File: config.mk
export PLATFORM = sky130hd
export DESIGN_NAME = radio_rx_tx_tuning_regs
export DESIGN_NICKNAME = d
export VERILOG_FILES = /design/src/rtl/radio_tuning_pkg.sv /design/src/rtl/radio_rx_tx_tuning_regs.sv /design/src/rtl/tuning_decode.sv
export VERILOG_INCLUDE_DIRS = /design/src /design/src/rtl
export SDC_FILE = /design/constraint.sdc
export NUM_CORES = 1
export LEC_CHECK = 0
export ABC_AREA = 1
export ABC_CLOCK_PERIOD_IN_PS = 6150
export BUFFER_PORTS_ARGS = -buffer_cell sky130_fd_sc_hd__buf_2
export CORE_MARGIN = 2
export CORE_UTILIZATION = 35
export CTS_CLUSTER_DIAMETER = 60
export CTS_CLUSTER_SIZE = 10
export DETAILED_ROUTE_END_ITERATION = 10
export SETUP_SLACK_MARGIN = 0.1
export SYNTH_ARGS = -nofsm -noshare
export SYNTH_HDL_FRONTEND = slang
export SYNTH_SLANG_ARGS = --single-unit
export TNS_END_PERCENT = 5
File: constraint.sdc
create_clock -name MCLK_I -period 6.15 [get_ports MCLK_I]
set_input_delay 0.615 -clock MCLK_I [delete_from_list [all_inputs] [get_ports MCLK_I]]
set_output_delay 0.615 -clock MCLK_I [all_outputs]
set_load 0.01 [all_outputs]
File: src/rtl/radio_tuning_regs.svh
`ifndef RADIO_TUNING_REGS_SVH
`define RADIO_TUNING_REGS_SVH

// Register indices; byte address is four times the index
`define IDX_RX_DECIM 10'h389
`define IDX_DEMOD_BW 10'h38b
`define IDX_TUNE_LOW 10'h395
`define IDX_TUNE_CTRL 10'h396
`define IDX_RX_FE 10'h39b
`define IDX_RAMP 10'h3a7
`define IDX_BRIDGE 10'h3a8
`define IDX_EXT_BIAS 10'h3a9
`define IDX_STATUS_TUNE 10'h3f0
`define IDX_STATUS_AMP 10'h3f1

// Reset values
`define RST_RX_DECIM 8'h05
`define RST_DEMOD_BW 8'hc8
`define RST_TUNE_LOW 8'h00
`define RST_TUNE_CTRL 8'h08
`define RST_RX_FE 8'h1d
`define RST_RAMP 8'h07
`define RST_BRIDGE 8'h0d
`define RST_EXT_BIAS 8'h00

// Field positions
`define F_STAGE2_HI 4
`define F_STAGE2_LO 2
`define F_STAGE1_HI 1
`define F_STAGE1_LO 0
`define F_TUNE_MSB 0
`define F_TUNE_EN 1
`define F_LNA_SEL 4
`define F_ABW_HI 3
`define F_ABW_LO 0
`define F_RAMP_HI 2
`define F_RAMP_LO 0
`define F_BIAS_HI 4
`define F_BIAS_LO 0

// Rates, steps and tables in their own units
`define STAGE1_BASE_HZ 24'd13000000
`define DEMOD_BW_STEP_KHZ 12'd15
`define RAMP_UNIT_PS 19'd2400
`define DAC_BASE_NA 17'd80000
`define DAC_STEP_NA 17'd2580
`define SERVO_BASE_UA 15'd22000
`define SERVO_STEP_UA 15'd349
`define ABW_C15_KHZ 11'd1186
`define ABW_C14_KHZ 11'd1086
`define ABW_C13_KHZ 11'd1029
`define ABW_C12_KHZ 11'd991
`define ABW_C11_KHZ 11'd927
`define ABW_C10_KHZ 11'd867
`define ABW_C9_KHZ 11'd797

`endif

File: src/rtl/radio_tuning_pkg.sv
package radio_tuning_pkg;

  // Drive applied to the outer amplifier bias pin
  typedef enum logic [2:0] {
    PIN_FLOAT = 3'h0,
    PIN_SOURCE = 3'h1,
    PIN_SINK = 3'h2,
    PIN_SERVO_POS = 3'h3,
    PIN_SERVO_NEG = 3'h4,
    PIN_RESERVED = 3'h7
  } bias_pin_mode_type;

  // Gray coded bus phases
  typedef enum logic [1:0] {
    BUS_IDLE = 2'h0,
    BUS_ACK = 2'h1
  } bus_state_type;

  typedef struct packed {
    logic [7:0] rx_decimation_config;
    logic [7:0] demod_filter_bandwidth;
    logic [7:0] rx_tuning_override_low;
    logic [7:0] rx_tuning_override_ctrl;
    logic [7:0] rx_frontend_config;
    logic [7:0] amp_ramp_rate;
    logic [7:0] amp_bridge_config;
    logic [7:0] external_amp_bias_code;
  } regfile_type;

  typedef struct packed {
    logic [23:0] stage1_rate_hz;
    logic [23:0] stage2_rate_hz;
    logic [11:0] demod_bw_khz;
    logic [10:0] analog_bw_khz;
    logic lna2_sel;
    logic [18:0] ramp_step_ps;
    logic [4:0] bridge_bias_code;
    logic outer_amp_supply_pin;
    bias_pin_mode_type outer_amp_bias_pin;
    logic dac_active;
    logic [16:0] dac_na;
    logic servo_active;
    logic [14:0] servo_ua;
    logic mode_reserved;
  } derived_type;

endpackage

File: src/rtl/radio_rx_tx_tuning_regs.sv
`timescale 1ns/10ps
`default_nettype none
`include "radio_tuning_regs.svh"

module radio_rx_tx_tuning_regs (
  input wire logic MCLK_I,
  input wire logic SYS_RST_I,
  // Avalon-MM slave, byte addressed, data in the low byte
  input wire logic [11:0] AVS_ADDRESS_I,
  input wire logic AVS_READ_I,
  input wire logic AVS_WRITE_I,
  input wire logic [3:0] AVS_BYTEENABLE_I,
  input wire logic [31:0] AVS_WRITEDATA_I,
  output logic [31:0] AVS_READDATA_O,
  output logic AVS_WAITREQUEST_O,
  // From neighbouring logic on the same clock
  input wire logic [2:0] EXT_AMP_MODE_I,
  input wire logic [8:0] CAL_TUNING_I,
  // Settings toward the receive chain
  output logic [23:0] STAGE1_RATE_HZ_O,
  output logic [23:0] STAGE2_RATE_HZ_O,
  output logic [11:0] DEMOD_BW_KHZ_O,
  output logic [8:0] RX_TUNING_O,
  output logic RX_TUNING_OVERRIDE_O,
  output logic [10:0] ANALOG_BW_KHZ_O,
  output logic LNA2_SELECT_O,
  // Settings toward the transmit chain
  output logic [18:0] RAMP_STEP_PS_O,
  output logic [4:0] BRIDGE_BIAS_CODE_O,
  output logic OUTER_AMP_SUPPLY_PIN_O,
  output logic [2:0] OUTER_AMP_BIAS_PIN_O,
  output logic BIAS_DAC_ACTIVE_O,
  output logic [16:0] BIAS_DAC_NA_O,
  output logic SERVO_ACTIVE_O,
  output logic [14:0] SERVO_SET_UA_O,
  output logic AMP_MODE_RESERVED_O
);

  // Whole state of the block
  typedef struct packed {
    radio_tuning_pkg::regfile_type regs;
    radio_tuning_pkg::bus_state_type bus_state;
    logic waitrequest;
    logic [31:0] readdata;
    radio_tuning_pkg::derived_type out;
    logic [8:0] rx_tuning;
    logic override_on;
  } state_type;

  state_type st_reg;
  state_type st_next;
  radio_tuning_pkg::derived_type derived;
  logic [9:0] word_index;
  logic [7:0] read_byte;
  logic [8:0] override_word;
  logic override_en;
  logic write_lane;

  // Word index from the byte address; the two low bits are ignored
  assign word_index = AVS_ADDRESS_I[11:2];
  assign write_lane = AVS_BYTEENABLE_I[0];

  // Nine-bit override word gathered from its two registers
  assign override_word = {st_reg.regs.rx_tuning_override_ctrl[`F_TUNE_MSB],
                          st_reg.regs.rx_tuning_override_low};
  assign override_en = st_reg.regs.rx_tuning_override_ctrl[`F_TUNE_EN];

  // Code translation kept apart so it can be checked on its own
  tuning_decode decode_inst (
    .regs_i(st_reg.regs),
    .ext_amp_mode_i(EXT_AMP_MODE_I),
    .derived_o(derived)
  );

  // Read multiplexer; unmapped words read as zero
  always_comb begin
    read_byte = 8'h00;
    if (word_index == `IDX_RX_DECIM) begin
      read_byte = st_reg.regs.rx_decimation_config;
    end else if (word_index == `IDX_DEMOD_BW) begin
      read_byte = st_reg.regs.demod_filter_bandwidth;
    end else if (word_index == `IDX_TUNE_LOW) begin
      read_byte = st_reg.regs.rx_tuning_override_low;
    end else if (word_index == `IDX_TUNE_CTRL) begin
      read_byte = st_reg.regs.rx_tuning_override_ctrl;
    end else if (word_index == `IDX_RX_FE) begin
      read_byte = st_reg.regs.rx_frontend_config;
    end else if (word_index == `IDX_RAMP) begin
      read_byte = st_reg.regs.amp_ramp_rate;
    end else if (word_index == `IDX_BRIDGE) begin
      read_byte = st_reg.regs.amp_bridge_config;
    end else if (word_index == `IDX_EXT_BIAS) begin
      read_byte = st_reg.regs.external_amp_bias_code;
    end else if (word_index == `IDX_STATUS_TUNE) begin
      // Live tuning value, low eight bits
      read_byte = st_reg.rx_tuning[7:0];
    end else if (word_index == `IDX_STATUS_AMP) begin
      // Live amplifier state, override flag and tuning bit 8 as seen by the analog side
      read_byte = {st_reg.out.mode_reserved,
                   st_reg.out.servo_active,
                   st_reg.out.dac_active,
                   st_reg.out.outer_amp_bias_pin,
                   st_reg.override_on,
                   st_reg.rx_tuning[8]};
    end else begin
      read_byte = 8'h00;
    end
  end

  // Next state: register file, bus handshake and registered outputs
  always_comb begin
    st_next = st_reg;
    // Outputs follow the stored codes one cycle later
    st_next.out = derived;
    st_next.override_on = override_en;
    if (override_en) begin
      st_next.rx_tuning = override_word;
    end else begin
      st_next.rx_tuning = CAL_TUNING_I;
    end
    case (st_reg.bus_state)
      radio_tuning_pkg::BUS_IDLE: begin
        st_next.waitrequest = 1'b1;
        // One wait cycle gives the read data a clean flop stage
        if (AVS_READ_I || AVS_WRITE_I) begin
          st_next.readdata = {24'h000000, read_byte};
          st_next.waitrequest = 1'b0;
          st_next.bus_state = radio_tuning_pkg::BUS_ACK;
        end
      end
      radio_tuning_pkg::BUS_ACK: begin
        // The master samples waitrequest low here, so the write lands now
        if (AVS_WRITE_I && write_lane) begin
          if (word_index == `IDX_RX_DECIM) begin
            st_next.regs.rx_decimation_config = AVS_WRITEDATA_I[7:0];
          end else if (word_index == `IDX_DEMOD_BW) begin
            st_next.regs.demod_filter_bandwidth = AVS_WRITEDATA_I[7:0];
          end else if (word_index == `IDX_TUNE_LOW) begin
            st_next.regs.rx_tuning_override_low = AVS_WRITEDATA_I[7:0];
          end else if (word_index == `IDX_TUNE_CTRL) begin
            st_next.regs.rx_tuning_override_ctrl = AVS_WRITEDATA_I[7:0];
          end else if (word_index == `IDX_RX_FE) begin
            st_next.regs.rx_frontend_config = AVS_WRITEDATA_I[7:0];
          end else if (word_index == `IDX_RAMP) begin
            st_next.regs.amp_ramp_rate = AVS_WRITEDATA_I[7:0];
          end else if (word_index == `IDX_BRIDGE) begin
            st_next.regs.amp_bridge_config = AVS_WRITEDATA_I[7:0];
          end else if (word_index == `IDX_EXT_BIAS) begin
            st_next.regs.external_amp_bias_code = AVS_WRITEDATA_I[7:0];
          end else begin
            // Status words and holes swallow writes silently
            st_next.regs = st_reg.regs;
          end
        end
        st_next.waitrequest = 1'b1;
        st_next.bus_state = radio_tuning_pkg::BUS_IDLE;
      end
      default: begin
        st_next.waitrequest = 1'b1;
        st_next.bus_state = radio_tuning_pkg::BUS_IDLE;
      end
    endcase
  end

  // State register; reset loads the documented defaults
  always_ff @(posedge MCLK_I or posedge SYS_RST_I) begin
    if (SYS_RST_I) begin
      st_reg.regs.rx_decimation_config <= `RST_RX_DECIM;
      st_reg.regs.demod_filter_bandwidth <= `RST_DEMOD_BW;
      st_reg.regs.rx_tuning_override_low <= `RST_TUNE_LOW;
      st_reg.regs.rx_tuning_override_ctrl <= `RST_TUNE_CTRL;
      st_reg.regs.rx_frontend_config <= `RST_RX_FE;
      st_reg.regs.amp_ramp_rate <= `RST_RAMP;
      st_reg.regs.amp_bridge_config <= `RST_BRIDGE;
      st_reg.regs.external_amp_bias_code <= `RST_EXT_BIAS;
      st_reg.bus_state <= radio_tuning_pkg::BUS_IDLE;
      st_reg.waitrequest <= 1'b1;
      st_reg.readdata <= 32'h00000000;
      // Outputs start at zero until the first decode is registered
      st_reg.out <= '0;
      st_reg.rx_tuning <= 9'h000;
      st_reg.override_on <= 1'b0;
    end else begin
      st_reg <= st_next;
    end
  end

  // Every output is a flop of the state record
  assign AVS_READDATA_O = st_reg.readdata;
  assign AVS_WAITREQUEST_O = st_reg.waitrequest;
  assign STAGE1_RATE_HZ_O = st_reg.out.stage1_rate_hz;
  assign STAGE2_RATE_HZ_O = st_reg.out.stage2_rate_hz;
  assign DEMOD_BW_KHZ_O = st_reg.out.demod_bw_khz;
  assign RX_TUNING_O = st_reg.rx_tuning;
  assign RX_TUNING_OVERRIDE_O = st_reg.override_on;
  assign ANALOG_BW_KHZ_O = st_reg.out.analog_bw_khz;
  assign LNA2_SELECT_O = st_reg.out.lna2_sel;
  assign RAMP_STEP_PS_O = st_reg.out.ramp_step_ps;
  assign BRIDGE_BIAS_CODE_O = st_reg.out.bridge_bias_code;
  assign OUTER_AMP_SUPPLY_PIN_O = st_reg.out.outer_amp_supply_pin;
  assign OUTER_AMP_BIAS_PIN_O = st_reg.out.outer_amp_bias_pin;
  assign BIAS_DAC_ACTIVE_O = st_reg.out.dac_active;
  assign BIAS_DAC_NA_O = st_reg.out.dac_na;
  assign SERVO_ACTIVE_O = st_reg.out.servo_active;
  assign SERVO_SET_UA_O = st_reg.out.servo_ua;
  assign AMP_MODE_RESERVED_O = st_reg.out.mode_reserved;

endmodule
`default_nettype wire

File: src/rtl/tuning_decode.sv
`timescale 1ns/10ps
`default_nettype none
`include "radio_tuning_regs.svh"

module tuning_decode (
  input wire radio_tuning_pkg::regfile_type regs_i,
  input wire logic [2:0] ext_amp_mode_i,
  output radio_tuning_pkg::derived_type derived_o
);

  logic [1:0] first_stage_decim_code;
  logic [2:0] second_stage_decim_code;
  logic [3:0] analog_rx_bw_code;
  logic [4:0] bias;

  // Translate register codes into physical settings for the analog side
  always_comb begin
    first_stage_decim_code = regs_i.rx_decimation_config[`F_STAGE1_HI:`F_STAGE1_LO];
    second_stage_decim_code = regs_i.rx_decimation_config[`F_STAGE2_HI:`F_STAGE2_LO];
    analog_rx_bw_code = regs_i.rx_frontend_config[`F_ABW_HI:`F_ABW_LO];
    bias = regs_i.external_amp_bias_code[`F_BIAS_HI:`F_BIAS_LO];
    derived_o = '0;
    derived_o.stage1_rate_hz = `STAGE1_BASE_HZ >> first_stage_decim_code;
    derived_o.stage2_rate_hz = `STAGE1_BASE_HZ >>
      ({2'h0, first_stage_decim_code} + {1'h0, second_stage_decim_code});
    derived_o.demod_bw_khz = 12'({4'h0, regs_i.demod_filter_bandwidth} * `DEMOD_BW_STEP_KHZ);
    derived_o.lna2_sel = regs_i.rx_frontend_config[`F_LNA_SEL];
    derived_o.ramp_step_ps = `RAMP_UNIT_PS << regs_i.amp_ramp_rate[`F_RAMP_HI:`F_RAMP_LO];
    derived_o.bridge_bias_code = regs_i.amp_bridge_config[4:0];
    // Codes below 9 have no characterised bandwidth and report zero
    case (analog_rx_bw_code)
      4'hf: derived_o.analog_bw_khz = `ABW_C15_KHZ;
      4'he: derived_o.analog_bw_khz = `ABW_C14_KHZ;
      4'hd: derived_o.analog_bw_khz = `ABW_C13_KHZ;
      4'hc: derived_o.analog_bw_khz = `ABW_C12_KHZ;
      4'hb: derived_o.analog_bw_khz = `ABW_C11_KHZ;
      4'ha: derived_o.analog_bw_khz = `ABW_C10_KHZ;
      4'h9: derived_o.analog_bw_khz = `ABW_C9_KHZ;
      default: derived_o.analog_bw_khz = 11'h000;
    endcase
    derived_o.dac_na = `DAC_BASE_NA - 17'(`DAC_STEP_NA * {12'h000, bias});
    derived_o.servo_ua = `SERVO_BASE_UA - 15'(`SERVO_STEP_UA * {10'h000, bias});
    // Reserved mode leaves supply off and sets the pin to PIN_RESERVED, with the reserved flag raised
    case (ext_amp_mode_i)
      3'h0: begin
        derived_o.outer_amp_supply_pin = 1'b1;
        derived_o.outer_amp_bias_pin = radio_tuning_pkg::PIN_FLOAT;
      end
      3'h1: begin
        derived_o.outer_amp_supply_pin = 1'b1;
        derived_o.outer_amp_bias_pin = radio_tuning_pkg::PIN_SOURCE;
        derived_o.dac_active = 1'b1;
      end
      3'h2: begin
        derived_o.outer_amp_supply_pin = 1'b1;
        derived_o.outer_amp_bias_pin = radio_tuning_pkg::PIN_SINK;
        derived_o.dac_active = 1'b1;
      end
      3'h3: begin
        derived_o.outer_amp_bias_pin = radio_tuning_pkg::PIN_SOURCE;
        derived_o.dac_active = 1'b1;
      end
      3'h4: begin
        derived_o.outer_amp_bias_pin = radio_tuning_pkg::PIN_SINK;
        derived_o.dac_active = 1'b1;
      end
      3'h5: begin
        derived_o.outer_amp_supply_pin = 1'b1;
        derived_o.outer_amp_bias_pin = radio_tuning_pkg::PIN_SERVO_POS;
        derived_o.servo_active = 1'b1;
      end
      3'h6: begin
        derived_o.outer_amp_supply_pin = 1'b1;
        derived_o.outer_amp_bias_pin = radio_tuning_pkg::PIN_SERVO_NEG;
        derived_o.servo_active = 1'b1;
      end
      default: begin
        derived_o.outer_amp_bias_pin = radio_tuning_pkg::PIN_RESERVED;
        derived_o.mode_reserved = 1'b1;
      end
    endcase
  end

endmodule
`default_nettype wire

==> results of run 1 <==
## area by class of cell
| class | instances | area share [%] |
|---|---|---|
| antenna | 1 | 0.0200 |
| tap | 448 | 4.49 |
| sequential | 198 | 39.8 |
| clock buffer | 18 | 3.44 |
| timing repair buffer | 180 | 7.25 |
| inverter | 165 | 5.04 |
| clock inverter | 14 | 1.26 |
| multi-input combinational | 782 | 38.7 |
## final timing paths
check,startpoint,end,slack [ns],cells past startpoint
max in group asynchronous,SYS_RST_I,ANALOG_BW_KHZ_O[10]$_DFF_PP0_,4.57,3
min in group MCLK_I,EXT_AMP_MODE_I[0],OUTER_AMP_BIAS_PIN_O[0]$_DFF_PP0_,0.32,1
hold reg to reg,st_reg[190]$_DFFE_PP1P_,BRIDGE_BIAS_CODE_O[2]$_DFF_PP0_,0.40,0
setup / recovery,st_reg[181]$_DFFE_PP0P_,SERVO_SET_UA_O[14]$_DFF_PP0_,2.29,15
setup reg to reg,st_reg[181]$_DFFE_PP0P_,SERVO_SET_UA_O[14]$_DFF_PP0_,2.29,15
hold / removal,SYS_RST_I,STAGE1_RATE_HZ_O[10]$_DFF_PP0_,0.30,2
## layout by cell type (no fill, tap or decap), types with 5 or more instances in the layout
| cell type | count |
|---|---|
| dfrtp_1 | 181 |
| xor2_1 | 24 |
| o21ai_0 | 74 |
| ha_1 | 78 |
| fa_1 | 22 |
| nor3_1 | 7 |
| nand3_1 | 41 |
| nand2_1 | 215 |
| nand2_2 | 8 |
| nor2_1 | 114 |
| conb_1 | 34 |
| o21ai_2 | 18 |
| xnor2_1 | 10 |
| nand3_2 | 5 |
| nand4_1 | 29 |
| inv_6 | 5 |
| clkbuf_16 | 17 |
| nand2_4 | 6 |
| a21oi_1 | 44 |
| inv_1 | 158 |
| o21ai_1 | 21 |
| dfstp_2 | 17 |
| buf_2 | 178 |
## kinds of logic after synthesis
group                    Yosys count  share of synthesized area [%]
AND/OR/NAND/NOR                  443                           17.3
buffers and inverters            360                           17.5
flip-flops                       198                           42.4
AO/OA/AOI/OAI                    171                           8.19
adder cells (fa/ha/maj)          100                           12.1
XOR/XNOR                          34                           2.54
other                              1                         0.0319
## power breakdown
part / total, mW / internal, mW / switching [mW]
combinational: 0.172 / 0.0475 / 0.124
clock: 1.13 / 0.579 / 0.551
sequential: 1.34 / 1.33 / 0.0126
total: 2.64 / 1.95 / 0.688
## routing by layer
layer | part of all wire (%) | vias to the layer above | routed length, um | track usage [%]
met5 | 0.062 | - | 16 | 0
met4 | 1.7 | 2 | 442 | 5.46
met3 | 6.0 | 35 | 1530 | 3.64
met2 | 47 | 208 | 12200 | 25.1
met1 | 45 | 3803 | 11500 | 19.5
li1 | - | 3998 | - | -
==> out/metrics.cfg, run 1 <==
[die]
rows = 67
die_area_mm2 = 0.0350
dieWidth_um = 187
die_y_um = 187
start_util_pct = 35.3
core_mm2 = 0.0333
top_level_ports = 242

[placement]
gp_congestion = 0.830
dp.cells = 1773
hpwl_um = 19400
placed_cell_area_mm2 = 0.0119
dpl_worst_slack_ns = 2.27
io_buffers = 178

[grt]
grt_usage_pct = 15.2
grt_max_degree = 139
grt_overflow = 0
grt_pass1_wl_um = 41900
antenna_found_initial = 2
grt_pass1_vias = 8106

[routing]
drtPass1Iterations = 5
via_per_inst = 4.46
vias = 8046
drtIter0Drc = 409
wl_per_cell_um = 14.3
drtAntennaViolNets = 0
drt_wl_total_um = 25700
drc = 0

[synth]
synth_edf_count = 0
ys_seq_area_share_pct = 42.4
yosysTopAreaCell = dfrtp_1
yosys.area.top_type_share_pct = 38.6
async_flop_share_pct = 100
syn-cell-area_mm2 = 0.0117
synth_most_common_cell = nand2_1
synth_cells = 1307
yosys-top-cells-area = dfrtp_1 (39%), buf_4 (11%), ha_1 (8.3%)
synth_common_cells = nand2_1 (215), dfrtp_1 (181), buf_4 (173), inv_1 (159), nor2_1 (114)
avgSynthCellArea_um2 = 8.98
ys_warn_count = 0
synthDistinctLibCells = 46
ys_ff_latch = 198
ys.flop_type = dfrtp_1

[sta]
rsz0062_at_grt = no
fin_ws_ns = 2.29
setup_viol_count_final = 0
fin_crit_sh_pct = 62.7
finalHoldViolCount = 0
timing.hold.ws_ns = 0.301
setup_tns_ns = 0
min_period_ns = 3.86
fin_worst_skew_ns = 0.0156
fmax_mhz = 259
maxSlewViolCount = 0
slew_headroom_pct = 32.3
max_slew.worst_pin.slew_ns = 1.02

[pwr]
power_density_mw_per_mm2 = 211
finalPower_mw = 2.64
leakagePower_nw = 6.47
ir_drop_v = 0.000178

[layout]
layoutNonFillerInstCount = 1806
drive_gt1_share_pct = 21.1
multi_input_area_mm2 = 0.00483
seq_area_mm2 = 0.00498
area_growth_pct = 6.43
n_fill_cell = 3393
final_cell_area_mm2 = 0.0125
largest_register_ffs = 55
post-route-util_pct = 37.5
finalNetCount = 1508

[cts]
cts.repair.resized = 0
cts_buffer_depth = 2
cts_tree = yes
htree_levels = 4
path_clk_slew_ns = 0.08
cts_inserted_buffers = 17
post_cts_buffers = 0
root_buffer = clkbuf_16
cts_hold_buf = 0
clkLatencyLatePin_ns = 0.45
cts.sinks = 198

[worst_setup_path]
cp-end-kind = flip-flop
path_buf_inv = 3
crit_fanout = 12
critical_path_arrival_ns = 4.23
path_class = flip-flop to flip-flop
worstSetupStartpointType = flip-flop
slowest_stage = dfrtp_1
cp_top_family = adder cells
crit_path_frequent_cell = nand2_1
path_cells = inv_1 -> fa_1 -> inv_1 -> ha_1 -> fa_1 -> inv_1 -> ha_1 -> nand2_1 -> o211ai_1 -> nand2_1 -> o211ai_1 -> nand3_1 -> nand2_1 -> nand2_1 -> a21oi_1
critical-path-max-stage-delay_ns = 0.64
cp.required_ns = 6.52

[run]
drv_cap = 0

[outcome]
status = completed

[worst_hold_path]
hold_class = input port to asynchronous set/reset pin

Note: power is estimated with default switching activity, not from simulation.
==> inputs of run 2 (changes only) <==
Settings changed: ABC_AREA 1 to 0, ABC_CLOCK_PERIOD_IN_PS 6150 to 3900.
Clock period 6.15 ns to 3.9 ns, I/O delays scaled along.
==> out/metrics.cfg, run 2 <==
[layout]
area_growth_pct = 6.78
post-route-util_pct = 37.8  ; +0.29 points
final_common_cell = dfrtp_1
finalNetCount = 1283  ; -15%
largest_register_ffs = 55  ; unchanged
layout_common_cells = dfrtp_1 (181), buf_2 (178), inv_1 (78), ha_1 (78), nand2_1 (70)
layoutNonFillerInstCount = 1577  ; -13%
drive_gt1_share_pct = 28.4  ; +7.3 points

[synth]
yosysTopAreaCell = dfrtp_1
yosys.area.top_type_share_pct = 39.4  ; +0.81 points
synthDistinctLibCells = 75  ; +63%
synth_most_common_cell = dfrtp_1
synth_cells = 1083  ; -17%
synth_common_cells = dfrtp_1 (181), buf_4 (172), inv_1 (79), ha_1 (78), nand2_1 (70)
ys_seq_area_share_pct = 43.3  ; +0.89 points
ys_ff_latch = 198  ; unchanged
synth_edf_count = 0  ; unchanged
async_flop_share_pct = 100  ; unchanged
ys_warn_count = 0  ; unchanged
yosys-top-cells-area = dfrtp_1 (39%), buf_4 (11%), ha_1 (8.5%)
ys.flop_type = dfrtp_1
syn-cell-area_mm2 = 0.0115  ; -2.1%
avgSynthCellArea_um2 = 10.6  ; +18%

[sta]
fin_crit_sh_pct = 89.7  ; +27 points
max_slew.worst_pin.slew_ns = 1.05  ; +0.0378 ns
setup_tns_ns = 0  ; unchanged
finalHoldViolCount = 0  ; unchanged
min_period_ns = 3.50  ; -0.360 ns
fmax_mhz = 286  ; +10%
slew_headroom_pct = 29.6  ; -2.8 points
setup_viol_count_final = 0  ; unchanged
maxSlewViolCount = 0  ; unchanged
fin_worst_skew_ns = 0.00858  ; -0.00706 ns
rsz0062_at_grt = no

[die]
top_level_ports = 242  ; unchanged
rows = 66  ; -1.5%
die_y_um = 185  ; -1.0%
dieWidth_um = 185  ; -1.0%
start_util_pct = 35.4  ; +0.15 points
die_area_mm2 = 0.0343  ; -2.0%
core_mm2 = 0.0325  ; -2.5%

[cts]
post_cts_buffers = 0  ; unchanged
clkLatencyLatePin_ns = 0.45  ; about the same
htree_levels = 4  ; unchanged
cts_inserted_buffers = 17  ; unchanged
cts.sinks = 198  ; unchanged
path_clk_slew_ns = 0.08  ; about the same
cts_tree = yes
root_buffer = clkbuf_16
cts_buffer_depth = 2  ; unchanged

[routing]
drtPass1Iterations = 4  ; -1
wl_per_cell_um = 16.2  ; +14%
drtIter0Drc = 330  ; -19%
drc = 0  ; unchanged
vias = 7234  ; -10%
via_per_inst = 4.59  ; +3.0%
drt_wl_total_um = 25600  ; -0.44%
drtAntennaViolNets = 0  ; unchanged

[worst_setup_path]
worstSetupStartpointType = flip-flop
path_cells = inv_1 -> fa_1 -> inv_1 -> ha_1 -> fa_1 -> inv_1 -> ha_1 -> a21o_1 -> a21oi_2 -> o211ai_1 -> a2111o_1 -> o311ai_0
reg2reg_from = st_reg[182]$_DFFE_PP0P_
critical-path-max-stage-delay_ns = 0.52  ; -0.12 ns
rrSetupSlack_ns = 0.40  ; -1.89 ns
critical_path_arrival_ns = 3.82  ; -0.41 ns
cp.required_ns = 4.22  ; -2.30 ns
path_class = flip-flop to flip-flop
r2r_end = SERVO_SET_UA_O[12]$_DFF_PP0_
crit_path_frequent_cell = inv_1
reg2regPathDepth = 12  ; -3
cp-end-kind = flip-flop
slowest_stage = fa_1
crit_fanout = 6  ; -6

[run]
drv_cap = 0  ; unchanged

[placement]
gp_congestion = 0.855  ; +3.0%
hpwl_um = 18900  ; -2.6%
dp.cells = 1542  ; -13%
io_buffers = 178  ; unchanged

[grt]
grt_usage_pct = 15.4  ; +0.21 points
grt_overflow = 0  ; unchanged
grt_pass1_vias = 7009  ; -14%
antenna_found_initial = 5  ; +3
grt_max_degree = 166  ; +19%
grt_pass1_wl_um = 40100  ; -4.1%

[outcome]
status = completed

[pwr]
finalPower_mw = 4.26  ; +61%
power_density_mw_per_mm2 = 347  ; +64%
ir_drop_v = 0.000294  ; +65%
leakagePower_nw = 6.08  ; -6.0%

[worst_hold_path]
hold_class = input port to asynchronous set/reset pin

run 2: changes by cell type in the layout (fill, tap and decap cells not counted), moves of 11 or more:
cell and delta:
o21ai_2 -18, nor2_1 -57, mux2_2 +61, nand3_1 -23, inv_1 -80, o21ai_0 -28
o21ai_1 -18, xor2_1 -13, xnor2_1 +22, nand2_1 -145, mux2i_1 +11, a21oi_1 +12
nand4_1 -28
run 2: cell families (layout without fill, tap and decap cells):
| family | count (synthesis) | count (layout) | share of synthesized area, % |
|---|---|---|---|
| compound gates | 172 | 172 | 9.44 |
| fa+ha+maj | 100 | 100 | 12.3 |
| simple gates | 211 | 211 | 9.29 |
| mux | 73 | 73 | 7.03 |
| flops | 198 | 198 | 43.3 |
| buf+inv | 284 | 300 | 15.2 |
| other cells | 1 | 37 | 0.0326 |
| xor+xnor | 44 | 44 | 3.42 |
run 2: layer usage:
metal	global-route usage [%]	vias to the layer above	share of wire, %
li1	-	3494	-
met1	21.2	3508	47
met2	23.6	196	45
met3	3.85	32	6.0
met4	5.33	4	2.1
met5	0	-	0.11
run 2: worst max-delay path by stage:
| stage | start | slack [ns] | endpoint |
|---|---|---|---|
| 4_1_cts | st_reg[182]$_DFFE_PP0P_ | 0.29 | SERVO_SET_UA_O[12]$_DFF_PP0_ |
| 6_report | st_reg[182]$_DFFE_PP0P_ | 0.40 | SERVO_SET_UA_O[12]$_DFF_PP0_ |
| 5_1_grt | st_reg[182]$_DFFE_PP0P_ | 0.13 | SERVO_SET_UA_O[12]$_DFF_PP0_ |
| 3_3_place_gp | st_reg[182]$_DFFE_PP0P_ | 0.35 | SERVO_SET_UA_O[12]$_DFF_PP0_ |
| 2_1_floorplan | st_reg[181]$_DFFE_PP0P_ | 0.44 | SERVO_SET_UA_O[12]$_DFF_PP0_ |
| 3_5_place_dp | st_reg[182]$_DFFE_PP0P_ | 0.34 | SERVO_SET_UA_O[12]$_DFF_PP0_ |
run 2: critical path: cells and delay by family, from the launching register on:
kind,cells,cell delay (ns)
buf+inv,3,0.22
fa+ha+maj,4,1.65
compound gates,5,1.04
flops,1,0.46
run 2: per-stage QoR:
step	instance area [um2]	worst slack (ns)	hold slack [ns]
detailed placement	11700	0.338	0.401
finish	12300	0.401	0.0874
CTS	12300	0.292	0.0803
floorplan	11600	0.440	0.370
global route	12300	0.135	0.0944
global placement	11700	0.352	0.398
run 2: cell type report:
| type | instances | area [um2] |
|---|---|---|
| multi-input combinational | 634 | 4900 |
| fill | 3208 | 20200 |
| sequential | 198 | 4980 |
| inverter | 81 | 308 |
| timing repair buffer | 187 | 971 |
| clock inverter | 13 | 115 |
| clock buffer | 19 | 443 |
| antenna | 3 | 7.51 |
| tap | 442 | 553 |
run 2: power breakdown:
part / internal, mW / switching (mW) / leakage [nW]
Sequential: 2.12 / 0.0250 / 2.47
Clock: 0.855 / 0.872 / 0.263
Combinational: 0.142 / 0.255 / 3.35
Total: 3.11 / 1.15 / 6.08
run 2: timing repair:
item / CTS / global route
resized for setup: 0 / 1
hold buffers: 0 / 0
setup endpoints to repair: 0 / 1
